$ cat src/ofd_pkg.sv
// Package for the CPU operand field decoder: opcodes, field layouts, ranges.
// Assumes nothing beyond a SystemVerilog compiler.
package ofd_pkg;
   localparam logic [7:0]  OPC_ADD_RR    = 8'h04;
   localparam logic [3:0]  ESC_NIBBLE    = 4'he;
   localparam int          BIT_W         = 3;
   localparam int          REG_W         = 8;
   localparam int          EXT_W         = 12;
   localparam int          PC_W          = 16;
   localparam int          WREG_W        = 4;
   localparam logic [3:0]  RP_RESET      = 4'h0;

   // Operand kinds presented with each operand byte
   typedef enum logic [3:0] {
      OFD_K_REG    = 4'h0,
      OFD_K_REGPR  = 4'h1,
      OFD_K_WREGPR = 4'h2,
      OFD_K_BIT    = 4'h3,
      OFD_K_POL    = 4'h4,
      OFD_K_IMM    = 4'h5,
      OFD_K_DAHI   = 4'h6,
      OFD_K_DALO   = 4'h7,
      OFD_K_EXTHI  = 4'h8,
      OFD_K_EXTLO  = 4'h9,
      OFD_K_REL    = 4'ha,
      OFD_K_IDX    = 4'hb,
      OFD_K_VEC    = 4'hc
   } ofd_kind_e;

   // Decoder sequence for the two-register add
   typedef enum logic [1:0] {
      OFD_S_OPC = 2'b00,
      OFD_S_SRC = 2'b01,
      OFD_S_DST = 2'b10
   } ofd_state_e;
endpackage

$ cat src/ofd_decoder.sv
// Operand field decoder: takes operand bytes tagged with their kind and
// registers the decoded fields. Also sequences the two-register add.
// Assumes bytes arrive one per valid strobe from the fetch unit on clk.
`timescale 1ns/1ps
// Functional notes
// RULE_01: Add opcode 04 takes source then destination
// RULE_02: Register byte addresses locations 0 to 255
// RULE_03: Escaped byte selects working register R0-R15
// RULE_04: Bit field selects bit 0 to 7
// RULE_05: Direct address is full 16 bits
// RULE_06: Extended register address is 12 bits
// RULE_07: Register pairs are always even
// RULE_08: Relative target is next address plus signed
// RULE_09: Indexed address is base plus signed index
// RULE_10: Immediate is one full data byte
// RULE_11: Polarity bit selects cleared or set test
// RULE_12: Vector selects one of 256 locations
// RULE_13: Upper nibble E marks escaped register byte
module ofd_decoder (
   // Clock and reset
   input  wire logic        clk,
   input  wire logic        srst,
   // Operand byte stream
   input  wire logic        in_valid,
   input  wire logic [7:0]  in_byte,
   input  wire logic [3:0]  in_kind,
   input  wire logic        in_opcode,
   // Context
   input  wire logic [3:0]  reg_ptr,
   input  wire logic [15:0] next_pc,
   input  wire logic [15:0] index_base,
   // Decoded fields
   output logic      [11:0] reg_addr,
   output logic             reg_escaped,
   output logic      [2:0]  bit_sel,
   output logic      [7:0]  bit_mask,
   output logic             polarity,
   output logic      [7:0]  imm_data,
   output logic      [15:0] direct_addr,
   output logic      [11:0] ext_addr,
   output logic      [15:0] rel_target,
   output logic      [15:0] idx_addr,
   output logic      [7:0]  vector,
   output logic             field_valid,
   // Two-register add
   output logic      [11:0] add_src,
   output logic      [11:0] add_dst,
   output logic             add_ready
);
   logic [11:0] map_loc;
   logic        map_esc;

   logic [11:0] reg_addr_r, reg_addr_nxt;
   logic        esc_r, esc_nxt;
   logic [2:0]  bit_r, bit_nxt;
   logic        pol_r, pol_nxt;
   logic [7:0]  imm_r, imm_nxt;
   logic [15:0] da_r, da_nxt;
   logic [11:0] ext_r, ext_nxt;
   logic [15:0] rel_r, rel_nxt;
   logic [15:0] idx_r, idx_nxt;
   logic [7:0]  vec_r, vec_nxt;
   logic [7:0]  mask_r, mask_nxt;
   logic        fv_r, fv_nxt;

   ofd_pkg::ofd_state_e st_r, st_nxt;
   logic [11:0] src_r, src_nxt;
   logic [11:0] dst_r, dst_nxt;
   logic        ar_r, ar_nxt;

   // Sign-extends an 8-bit displacement and adds it to a 16-bit base
   function automatic logic [15:0] add_disp(input logic [15:0] base,
                                            input logic [7:0]  disp);
      add_disp = base + {{8{disp[7]}}, disp};
   endfunction

   // One-hot mask for a 3-bit bit index
   function automatic logic [7:0] bit_onehot(input logic [2:0] idx);
      bit_onehot = 8'h01 << idx;
   endfunction

   ofd_regmap u_map (
      .addr_byte (in_byte),
      .reg_ptr   (reg_ptr),
      .reg_loc   (map_loc),
      .escaped   (map_esc)
   );

   always_comb begin
      reg_addr_nxt = reg_addr_r;
      esc_nxt      = esc_r;
      bit_nxt      = bit_r;
      pol_nxt      = pol_r;
      imm_nxt      = imm_r;
      da_nxt       = da_r;
      ext_nxt      = ext_r;
      rel_nxt      = rel_r;
      idx_nxt      = idx_r;
      vec_nxt      = vec_r;
      mask_nxt     = mask_r;
      fv_nxt       = 1'b0;
      if (in_valid && !in_opcode) begin
         fv_nxt = 1'b1;
         case (in_kind)
            ofd_pkg::OFD_K_REG: begin
               reg_addr_nxt = map_loc; // RULE_02
               esc_nxt      = map_esc; // RULE_03
            end
            ofd_pkg::OFD_K_REGPR: begin
               reg_addr_nxt = {map_loc[11:1], 1'b0}; // RULE_07
               esc_nxt      = map_esc;
            end
            ofd_pkg::OFD_K_WREGPR: begin
               reg_addr_nxt = {reg_ptr, reg_ptr, in_byte[3:1], 1'b0}; // RULE_07
               esc_nxt      = 1'b1;
            end
            ofd_pkg::OFD_K_BIT: begin
               bit_nxt  = in_byte[2:0]; // RULE_04
               mask_nxt = bit_onehot(in_byte[2:0]); // RULE_04
            end
            ofd_pkg::OFD_K_POL: begin
               pol_nxt = in_byte[0]; // RULE_11
            end
            ofd_pkg::OFD_K_IMM: begin
               imm_nxt = in_byte; // RULE_10
            end
            ofd_pkg::OFD_K_DAHI: begin
               da_nxt = {in_byte, da_r[7:0]}; // RULE_05
            end
            ofd_pkg::OFD_K_DALO: begin
               da_nxt = {da_r[15:8], in_byte}; // RULE_05
            end
            ofd_pkg::OFD_K_EXTHI: begin
               ext_nxt = {in_byte[3:0], ext_r[7:0]}; // RULE_06
            end
            ofd_pkg::OFD_K_EXTLO: begin
               ext_nxt = {ext_r[11:8], in_byte}; // RULE_06
            end
            ofd_pkg::OFD_K_REL: begin
               rel_nxt = add_disp(next_pc, in_byte); // RULE_08
            end
            ofd_pkg::OFD_K_IDX: begin
               idx_nxt = add_disp(index_base, in_byte); // RULE_09
            end
            ofd_pkg::OFD_K_VEC: begin
               vec_nxt = in_byte; // RULE_12
            end
            default: begin
               fv_nxt = 1'b0;
            end
         endcase
      end
   end

   always_ff @(posedge clk) begin
      if (srst) begin
         reg_addr_r <= 12'h000;
         esc_r      <= 1'b0;
         bit_r      <= 3'h0;
         pol_r      <= 1'b0;
         imm_r      <= 8'h00;
         da_r       <= 16'h0000;
         ext_r      <= 12'h000;
         rel_r      <= 16'h0000;
         idx_r      <= 16'h0000;
         vec_r      <= 8'h00;
         mask_r     <= 8'h01;
         fv_r       <= 1'b0;
      end else begin
         reg_addr_r <= reg_addr_nxt;
         esc_r      <= esc_nxt;
         bit_r      <= bit_nxt;
         pol_r      <= pol_nxt;
         imm_r      <= imm_nxt;
         da_r       <= da_nxt;
         ext_r      <= ext_nxt;
         rel_r      <= rel_nxt;
         idx_r      <= idx_nxt;
         vec_r      <= vec_nxt;
         mask_r     <= mask_nxt;
         fv_r       <= fv_nxt;
      end
   end

   // Add sequencer: opcode, then source byte, then destination byte
   always_comb begin
      st_nxt  = st_r;
      src_nxt = src_r;
      dst_nxt = dst_r;
      ar_nxt  = 1'b0;
      case (st_r)
         ofd_pkg::OFD_S_OPC: begin
            if (in_valid && in_opcode && in_byte == ofd_pkg::OPC_ADD_RR) begin
               st_nxt = ofd_pkg::OFD_S_SRC; // RULE_01
            end
         end
         ofd_pkg::OFD_S_SRC: begin
            if (in_valid) begin
               src_nxt = map_loc; // RULE_01
               st_nxt  = ofd_pkg::OFD_S_DST;
            end
         end
         ofd_pkg::OFD_S_DST: begin
            if (in_valid) begin
               dst_nxt = map_loc; // RULE_01
               ar_nxt  = 1'b1;
               st_nxt  = ofd_pkg::OFD_S_OPC;
            end
         end
         default: st_nxt = ofd_pkg::OFD_S_OPC;
      endcase
   end

   always_ff @(posedge clk) begin
      if (srst) begin
         st_r  <= ofd_pkg::OFD_S_OPC;
         src_r <= 12'h000;
         dst_r <= 12'h000;
         ar_r  <= 1'b0;
      end else begin
         st_r  <= st_nxt;
         src_r <= src_nxt;
         dst_r <= dst_nxt;
         ar_r  <= ar_nxt;
      end
   end

   // Mask is registered beside the index so the output leaves a flop
   assign bit_mask    = mask_r;
   assign reg_addr    = reg_addr_r;
   assign reg_escaped = esc_r;
   assign bit_sel     = bit_r;
   assign polarity    = pol_r;
   assign imm_data    = imm_r;
   assign direct_addr = da_r;
   assign ext_addr    = ext_r;
   assign rel_target  = rel_r;
   assign idx_addr    = idx_r;
   assign vector      = vec_r;
   assign field_valid = fv_r;
   assign add_src     = src_r;
   assign add_dst     = dst_r;
   assign add_ready   = ar_r;
endmodule

$ cat src/ofd_regmap.sv
// Maps an 8-bit register address byte to a 12-bit register location.
// Assumes the caller supplies the current register pointer.
`timescale 1ns/1ps
module ofd_regmap (
   // Address byte and pointer
   input  wire logic [7:0]  addr_byte,
   input  wire logic [3:0]  reg_ptr,
   // Result
   output logic      [11:0] reg_loc,
   output logic             escaped
);
   always_comb begin
      escaped = (addr_byte[7:4] == ofd_pkg::ESC_NIBBLE); // RULE_13
      if (escaped) begin
         // Working register: pointer selects the 16-byte group
         reg_loc = {reg_ptr, reg_ptr, addr_byte[3:0]}; // RULE_03
      end else begin
         reg_loc = {4'h0, addr_byte}; // RULE_02
      end
   end
endmodule

$ cat config.mk
export PLATFORM = sky130hd
export DESIGN_NAME = ofd_decoder
export DESIGN_NICKNAME = d
export VERILOG_FILES = /design/src/ofd_pkg.sv /design/src/ofd_decoder.sv /design/src/ofd_regmap.sv
export SDC_FILE = /design/constraint.sdc
export NUM_CORES = 1
export LEC_CHECK = 0
export ABC_AREA = 1
export BUFFER_PORTS_ARGS = -buffer_cell sky130_fd_sc_hd__buf_2
export CORE_MARGIN = 2
export CORE_UTILIZATION = 50
export CTS_BUF_LIST = sky130_fd_sc_hd__clkbuf_8
export CTS_CLUSTER_DIAMETER = 150
export DETAILED_ROUTE_END_ITERATION = 8
export HOLD_SLACK_MARGIN = 0.05
export PLACE_DENSITY = 0.87
export SYNTH_ARGS = -nofsm -noshare
export SYNTH_HDL_FRONTEND = slang
export SYNTH_HIERARCHICAL = 1
export SYNTH_SLANG_ARGS = --single-unit
export TNS_END_PERCENT = 10
$ cat constraint.sdc
create_clock -name clk -period 2.15 [get_ports clk]
set_input_delay 0.1075 -clock clk [delete_from_list [all_inputs] [get_ports clk]]
set_output_delay 0.1075 -clock clk [all_outputs]
set_load 0.1 [all_outputs]
======== Yosys cells after proc, flatten, opt, wreduce, memory -nomap -nowiden ========
Index checks and enable logic that the tools add are counted.
cells by class
  div/mod/pow operators ................... 0
  $mul .................................... 0
  add/subtract/negate cells ............... 2
  reductions and logical operators ........ 27
  shifts and indexed selects .............. 1
  equality and inequality tests ........... 19
  $lt $le $gt $ge ......................... 0
  mux-type cells .......................... 11
  bitwise gates (word level) .............. 6
operator list
  operator                                                                count
  12-bit one-hot mux with 3 select lines                                  1
  16-bit adder                                                            2
  16-bit one-hot mux with 2 select lines                                  1
  4-bit equality test (second input constant)                             6
  12-bit one-hot mux with 2 select lines                                  1
  2-bit AND reduction                                                     10
  4-bit by 3-bit equality test with 1-bit output (second input constant)  4
  3-bit AND reduction                                                     5
  13-bit OR reduction                                                     1
  12-bit 2-to-1 mux                                                       1
  4-bit by 2-bit equality test with 1-bit output (second input constant)  2
  8-bit by 3-bit equality test with 1-bit output (second input constant)  1
  1-bit by 3-bit << shifter with 8-bit output (first input constant)      1
  2-bit 2-to-1 mux                                                        3
  2-bit inequality test (second input constant)                           3
  1-bit NOT                                                               6
  2-bit one-hot mux with 3 select lines                                   1
  2-bit OR reduction                                                      3
  4-bit by 1-bit equality test with 1-bit output (second input constant)  1
  4-bit zero test                                                         1
  1-bit logical AND                                                       3
  3-bit nonzero test                                                      1
  2-bit by 1-bit equality test with 1-bit output (second input constant)  1
  2-bit equality test (second input constant)                             1
  other kinds (5)                                                         6
storage, ports and cells
  bits in latches ......................... 0
  RAM bits ................................ 0
  memories ................................ 0
  output and inout bits ................... 127
  bits in read-only memories .............. 0
  input port bits ......................... 52
  word-level logic and storage cells ...... 84
  bits in registers ....................... 129

======== Longest topological paths before layout ========
Gate-level depths: netlist of run 1.
  depth after elaboration ................. 4
  mapped depth ............................ 12
  depth with buffers taken out ............ 12

======== Modules after synthesis ========
Netlist of run 1, hierarchy kept.
modules (own cells, without submodules)
  module       cells each  area an instance (um^2)  instances  seq. area each (um^2)
  ofd_decoder  959         6682.7                   1          2582.5
  ofd_regmap   27          131.4                    1          0.0

======== Worst setup path before layout of run 1 ========
No wires, ideal clock.
  kind .................................... input to register
  from .................................... input port in_byte[0]
  to ...................................... register idx_r[8] (netlist: idx_addr[8])
  arrival ................................. 1.359 ns
  path slack .............................. 0.682 ns
  library setup time ...................... 0.109 ns
  buffers on the path ..................... 0
  cell stages on the path ................. 11
  required time ........................... 2.041 ns
  path through ............................ ha_1 fa_1 nand2_1 nand2_1 and2_1 nand2_1 nand2_1 xnor2_1 nand2_1 nand2_1 inv_1
between the ends
  longest elaborated chain between the ends .. 1
RTL lines
  what                    RTL line            RTL
  start: declaration      ofd_decoder.sv:25   input wire logic [7:0] in_byte,
  16-bit adder            ofd_decoder.sv:74   add_disp = base + {{8{disp[7]}}, disp};
  end signal: assignment  ofd_decoder.sv:178  idx_r <= idx_nxt;
  end: declaration        ofd_decoder.sv:61   logic [15:0] idx_r, idx_nxt;
No other way between the ends.
A chain may end at the register's enable or synchronous reset.

======== Worst setup path in the final report of run 1 ========
  from .................................... input port in_byte[3]
  to ...................................... register rel_r[8] (netlist: rel_target[8])
between the ends
  longest elaborated chain between the ends .. 1
RTL lines
  what                    RTL line            RTL
  16-bit adder            ofd_decoder.sv:74
  end signal: assignment  ofd_decoder.sv:177  rel_r <= rel_nxt;
  end: declaration        ofd_decoder.sv:60   logic [15:0] rel_r, rel_nxt;
No other way between the ends.

==> results of run 1 <==
state kept, by name, indices dropped and copies added (netlist names):
register / cells
add_dst: 12
add_ready: 1
add_src: 12
bit_mask: 8
bit_sel: 3
direct_addr: 16
ext_addr: 12
field_valid: 1
idx_addr: 16
imm_data: 8
polarity: 1
reg_addr: 12
reg_escaped: 1
rel_target: 16
st_r: 2
vector: 8
cell type report:
cell class	count	area [sq um]
fillers	1208	4950
multi-input cells	657	3400
flip-flops and latches	129	2580
repair buffers	201	1100
inverters	162	611
clock buffers	18	248
well taps	176	220
clock inverters	14	174
per-layer routing:
| metal | GRT usage (%) | vias up | routed length (um) |
|---|---|---|---|
| li1 | - | 3531 | - |
| met1 | 34.2 | 3055 | 8510 |
| met2 | 43.1 | 267 | 9050 |
| met3 | 6.23 | 48 | 1440 |
| met4 | 9.74 | 0 | 421 |
| met5 | 0 | - | 0 |
placed cells by master (no fill, tap or decap), drive strengths merged, types with 2 or more instances in the layout:
cell type,n
nor2,79
a31oi,8
a21oi,102
o21a,7
clkinv,6
dlygate4sd3,11
or2,3
and2,2
clkbuf,18
xnor2,6
buf,190
nand2,231
nand3b,8
o211ai,2
inv,165
xor2,7
ha,30
o21ai,82
fa,2
nand3,65
nand4,8
nor4,2
dfxtp,129
o21bai,2
bufinv,4
nor3,7
power by group through the flow:
stage	clock, uW	combinational, uW	sequential (uW)
4_1_cts	2250	988	2430
5_1_grt	2360	1100	2430
3_5_place_dp	0	965	2480
2_1_floorplan	0	526	2670
6_report	2210	996	2430
3_3_place_gp	0	955	2480
worst max-delay path by stage:
stage                      to  depth (start not counted)
2_1_floorplan     idx_addr[8]                         11
3_3_place_gp   rel_target[13]                         10
3_5_place_dp     idx_addr[15]                         12
4_1_cts           idx_addr[8]                         11
5_1_grt           imm_data[6]                          7
6_report        rel_target[8]                         11
cells in the mapped netlist (5+ instances only):
cell | count | share of area (%)
a31oi_1 | 8 | 0.73
buf_4 | 6 | 0.66
o21ai_0 | 81 | 5.9
buf_2 | 5 | 0.37
xor2_1 | 7 | 0.90
ha_1 | 30 | 5.5
nand4_1 | 8 | 0.73
a21oi_1 | 102 | 7.5
nor3_1 | 7 | 0.51
o21a_1 | 7 | 0.77
nor2_4 | 6 | 0.99
dfxtp_1 | 129 | 38
nor2_1 | 72 | 4.0
nand3_1 | 62 | 4.6
xnor2_1 | 6 | 0.77
nand2_1 | 225 | 12
inv_1 | 154 | 8.5
nand3b_1 | 8 | 0.88
clkbuf_1 | 20 | 1.1
buf_6 | 6 | 0.99
inv_2 | 5 | 0.28
worst min-delay path: stages:
cell	delay, ns
buf_2	0.09
ha_1	0.11
o21ai_0	0.09
nor2_1	0.08
per-stage QoR:
step	cell area (sq um)	std cells	util (%)	hold slack, ns
2_1_floorplan	6810	986	-	0.228
3_3_place_gp	7810	1314	58.8	0.363
3_5_place_dp	7810	1314	58.8	0.373
4_1_cts	8340	1357	62.8	0.0506
5_1_grt	8340	1357	62.8	0.0845
6_report	8340	1357	62.8	0.0715
cell families (layout without fill, tap and decap cells):
kind of cell    count (synthesis)  in the layout
compound gates                206            206
xor+xnor                       13             13
fa+ha+maj                      32             32
buf+inv                       200            395
flops                         129            129
mux                             1              1
simple gates                  405            405
==> flow_metrics.tcl, run 1 <==
set metrics [dict create \
    drtIter0Drc 605 \
    grt_first_pass_wirelength_um 30700 \
    powerDensity_mw_per_mm2 676 \
    p_clk_share_pct 39.2 \
    rsz0062_at_grt "false" \
    cp-startpoint "in_byte[3]" \
    netSwitchingFraction_pct 29.4 \
    maxCapViolations 0 \
    ys_seq_area_share_pct 37.9 \
    worstPathRequired_ns 2.49 \
    h-tree-depth 4 \
    synth-seq-cells 129 \
    grt_overflow_total 0 \
    post-place-ws_ns 0.229 \
    ys_async_sr_fraction_pct 0 \
    fmaxAchievable_mhz 548 \
    synth_fa_ha_area_share_pct 6.10 \
    ir_drop_v 0.000523 \
    worstSetupStartpointType "input port" \
    wl_per_cell_um 14.3 \
    ctsLongestPathBuffers 2 \
    cts_resized 0 \
    fin_skew_ns 0.0108 \
    end_kind "register" \
    syn_nets 1070 \
    synthMuxAreaShare_pct 0.147 \
    n_antenna_cell 0 \
    r2r_start "st_r[0]" \
    drt_wl_total_um 19400 \
    r2r_slack_ns 0.77 \
    reg2reg_depth 5 \
    finalCritPeriodShare_pct 84.9 \
    num_rows 42 \
    final.setup.tns_ns 0 \
    grt.total_usage_pct 26.5 \
    grt_max_degree 74 \
    port-buffer-count 178 \
    synthDistinctLibCells 39 \
    core_area_sq_mm 0.0133 \
    numClockSinks 129 \
    setup_viol 0 \
    path_common_cell "nand2_1" \
    die_w_um 121 \
    grt_pass1_vias 6212 \
    start_util_pct 51.3 \
    clk_pin_slew_ns 0.07 \
    dieArea_sq_mm 0.0146 \
    worstPathArrival_ns 2.17 \
    finalCriticalPeriod_ns 1.83 \
    power.leakage_uw 0.00440 \
    path_delay_family "simple AND/OR/NAND/NOR gates" \
    hold_end "idx_addr[0]" \
    die_h_um 121 \
    syn_area_per_cell_sq_um 6.91 \
    slew_headroom_pct 57.2 \
    critPathMaxFanout 5 \
    p_int_uw 3980 \
    synth_compound_area_share_pct 15.9 \
    worstMarginPinSlew_ns 0.642 \
    path_buf_inv 3 \
    cts_tree "done" \
    synth-simple-area-share_pct 26.2 \
    criticalPathCategory "input port to register" \
    hold_path.class "input port to register" \
    setup_slack_ns 0.324 \
    power.total_uw 5640 \
    cts_buffers 17 \
    critPathSlowestCell "dlygate4sd3_1" \
    power.switching_uw 1660 \
    antenna_found_initial 0 \
    ctsHoldBuffers 11 \
    power_frac_seq_pct 43.1 \
    post-route-drc-count 0 \
    outcome "completed" \
    synth_flop_cell "dfxtp_1" \
    root_buffer "clkbuf_8" \
    fin_nets 1252 \
    synth_top_family_by_area "simple AND/OR/NAND/NOR gates" \
    synth-xor-area-share_pct 1.67 \
    route.vias.total 6901 \
    dp_hpwl_um 13700 \
    drt-pass1-iter-count 8 \
    combinationalPowerShare_pct 17.7 \
    gp_congestion 0.899 \
    yosys_warnings 6 \
    hold_violations 0 \
    ios 179 \
    drtAntennaViolNets 0 \
    syn_inst 986 \
    cpPeakStageDelay_ns 0.54 \
    synth_edf_count 0 \
    drive_gt1_share_pct 20.7 \
    area_growth_pct 22.4 \
    clk_latency_ns 0.45 \
    worstHoldStart "index_base[0]" \
    netlist_area_sq_mm 0.00681 \
    slew_violations 0 \
    vias_per_cell 5.09 \
    cp_cell_sequence "dlygate4sd3_1 > buf_2 > ha_1 > or2_2 > and2_1 > nand2_1 > nand2_1 > xnor2_1 > nand2_1 > nand2_1 > inv_1" \
    cts_setup_buffers 0 \
    rr_endpoint "add_dst[0]" \
    hold_depth 4 \
]
(Power assumes the default switching activity.)
==> run 2, diff against run 1 <==
==> constraint.sdc (replaced) <==
create_clock -name clk -period 1.9 [get_ports clk]
set_input_delay 0.095 -clock clk [delete_from_list [all_inputs] [get_ports clk]]
set_output_delay 0.095 -clock clk [all_outputs]
set_load 0.1 [all_outputs]
==> run 2 against run 1 <==
  * Critical endpoint unchanged
  * First-iteration DRC count shrank 15%
  * Global-route usage up 0.22 points
  * Wire length decreased by 0.71%
  * Register-to-register slack lost 0.40 ns
  * Sequential share of layout area about the same
  * Flip-flop and latch count unchanged
  * Utilization barely moved
  * Non-clock buffer count is 4 higher
  * Clock power increased by 4%
  * Sequential power rose by 13%
  * Largest power group unchanged
==> flow_metrics.tcl, run 2 (synthesis gave the netlist of run 1 again) <==
set metrics [dict create \
    dp_hpwl_um 13900 \
    port-buffer-count 178 \
    ir_drop_v 0.000552 \
    fin_skew_ns 0.00563 \
    fin_cells 1361 \
    final_common_cell "nand2_1" \
    cpPeakStageDelay_ns 0.53 \
    p_int_uw 4220 \
    end_kind "register" \
    final.setup.tns_ns 0 \
    design_area_sq_mm 0.00834 \
    worstPathRequired_ns 2.24 \
    path_buf_inv 3 \
    netSwitchingFraction_pct 31.6 \
    core_area_sq_mm 0.0133 \
    setup_viol 0 \
    ios 179 \
    criticalPathCategory "input port to register" \
    powerDensity_mw_per_mm2 740 \
    drive_gt1_share_pct 21.1 \
    rsz0062_at_grt "false" \
    clk_pin_slew_ns 0.07 \
    worstMarginPinSlew_ns 0.758 \
    drt-pass1-iter-count 7 \
    slew_violations 0 \
    numClockSinks 129 \
    n_antenna_cell 0 \
    finalCritPeriodShare_pct 94.5 \
    utilization_pct 62.7 \
    combinationalPowerShare_pct 18.3 \
    gp_congestion 0.886 \
    p_clk_share_pct 37.2 \
    vias_per_cell 5.04 \
    post-route-drc-count 0 \
    cp_cell_sequence "dlygate4sd3_1 > buf_2 > ha_1 > fa_1 > nand2_1 > nand2_1 > and2_1 > nand2_1 > nand2_1 > xnor2_1 > nand2_1 > nand2_1 > inv_1" \
    finalCriticalPeriod_ns 1.79 \
    cts_buffers 17 \
    clk_latency_ns 0.44 \
    final_cell_mix "nand2_1, buf_2, inv_1" \
    path_common_cell "nand2_1" \
    num_rows 42 \
    h-tree-depth 4 \
    grt_pass1_vias 6251 \
    grt.total_usage_pct 26.7 \
    setup_slack_ns 0.105 \
    outcome "completed" \
    maxCapViolations 0 \
    power_frac_seq_pct 44.5 \
    die_w_um 121 \
    slew_headroom_pct 49.3 \
    critPathMaxFanout 3 \
    fin_nets 1256 \
    post-place-ws_ns 0.104 \
    root_buffer "clkbuf_8" \
    area_growth_pct 22.3 \
    die_h_um 121 \
    drtIter0Drc 515 \
    placed_area_sq_mm 0.00783 \
    drt_wl_total_um 19300 \
    path_delay_family "buffers and inverters" \
    dp.cells 1316 \
    fmaxAchievable_mhz 557 \
    grt_first_pass_wirelength_um 30700 \
    grt_overflow_total 0 \
    drtAntennaViolNets 0 \
    route.vias.total 6864 \
    hold_path.class "input port to register" \
    worstSetupStartpointType "input port" \
    dieArea_sq_mm 0.0146 \
    power.leakage_uw 0.00438 \
    critPathSlowestCell "dlygate4sd3_1" \
    cts_tree "done" \
    start_util_pct 51.3 \
    hold_violations 0 \
    worstPathArrival_ns 2.14 \
    ctsLongestPathBuffers 2 \
    grt_max_degree 64 \
    wl_per_cell_um 14.2 \
    power.switching_uw 1950 \
    antenna_found_initial 0 \
    cts_setup_buffers 0 \
]
run 2: changes by cell type in the layout (fill, tap and decap cells not counted), sizes merged:
cell	delta
clkinvlp	+3
bufinv	-2
buf	+2
dlygate4sd3	+2
clkinv	+2
inv	-2
clkbuf	-1
run 2: layer usage:
layer  global-route usage, %  up-vias  wire length, um
li1                        -     3530                -
met4                    9.52        0              446
met1                    35.4     3044             8710
met3                    6.79       44             1290
met5                       0        -                0
met2                    42.2      246             8840
run 2: timing repair:
| action | CTS | global route |
|---|---|---|
| hold buffers | 13 | 0 |
| resized for setup | 0 | 1 |
| hold endpoints to repair | 17 | 0 |
| setup endpoints to repair | 0 | 3 |
run 2: worst paths after layout:
kind / from / endpoint / slack, ns / depth (start not counted)
min reg2reg: add_src[8] / add_src[8] / 0.44 / 2
max: next_pc[0] / rel_target[8] / 0.11 / 13
min: index_base[15] / idx_addr[15] / 0.08 / 6
max reg2reg: st_r[0] / add_src[6] / 0.37 / 3
run 2: per-stage QoR:
step           hold slack (ns)  power, uW
2_1_floorplan            0.215       3620
3_5_place_dp             0.364       3910
3_3_place_gp             0.354       3900
5_1_grt                 0.0805       6470
4_1_cts                 0.0571       6200
6_report                0.0837       6170
run 2: area by class of cell:
cell class                      instances  area (sq um)
Fill cell                            1233          4960
Clock inverter                         15           144
Tap cell                              176           220
Inverter                              162           611
Multi-Input combinational cell        657          3410
Clock buffer                           17           234
Timing Repair Buffer                  205          1140
Sequential cell                       129          2580
run 2: power by group through the flow:
stage / logic, uW / clock network, uW / registers (uW)
2_1_floorplan: 595 / 0 / 3030
3_3_place_gp: 1090 / 0 / 2810
3_5_place_dp: 1100 / 0 / 2810
4_1_cts: 1130 / 2320 / 2750
5_1_grt: 1250 / 2460 / 2750
6_report: 1130 / 2290 / 2750
run 2: worst min-delay path: stages:
cell,delay [ns]
buf_2,0.10
xnor2_1,0.08
nand2_1,0.06
nand3_1,0.05
nand2_1,0.06
inv_1,0.03
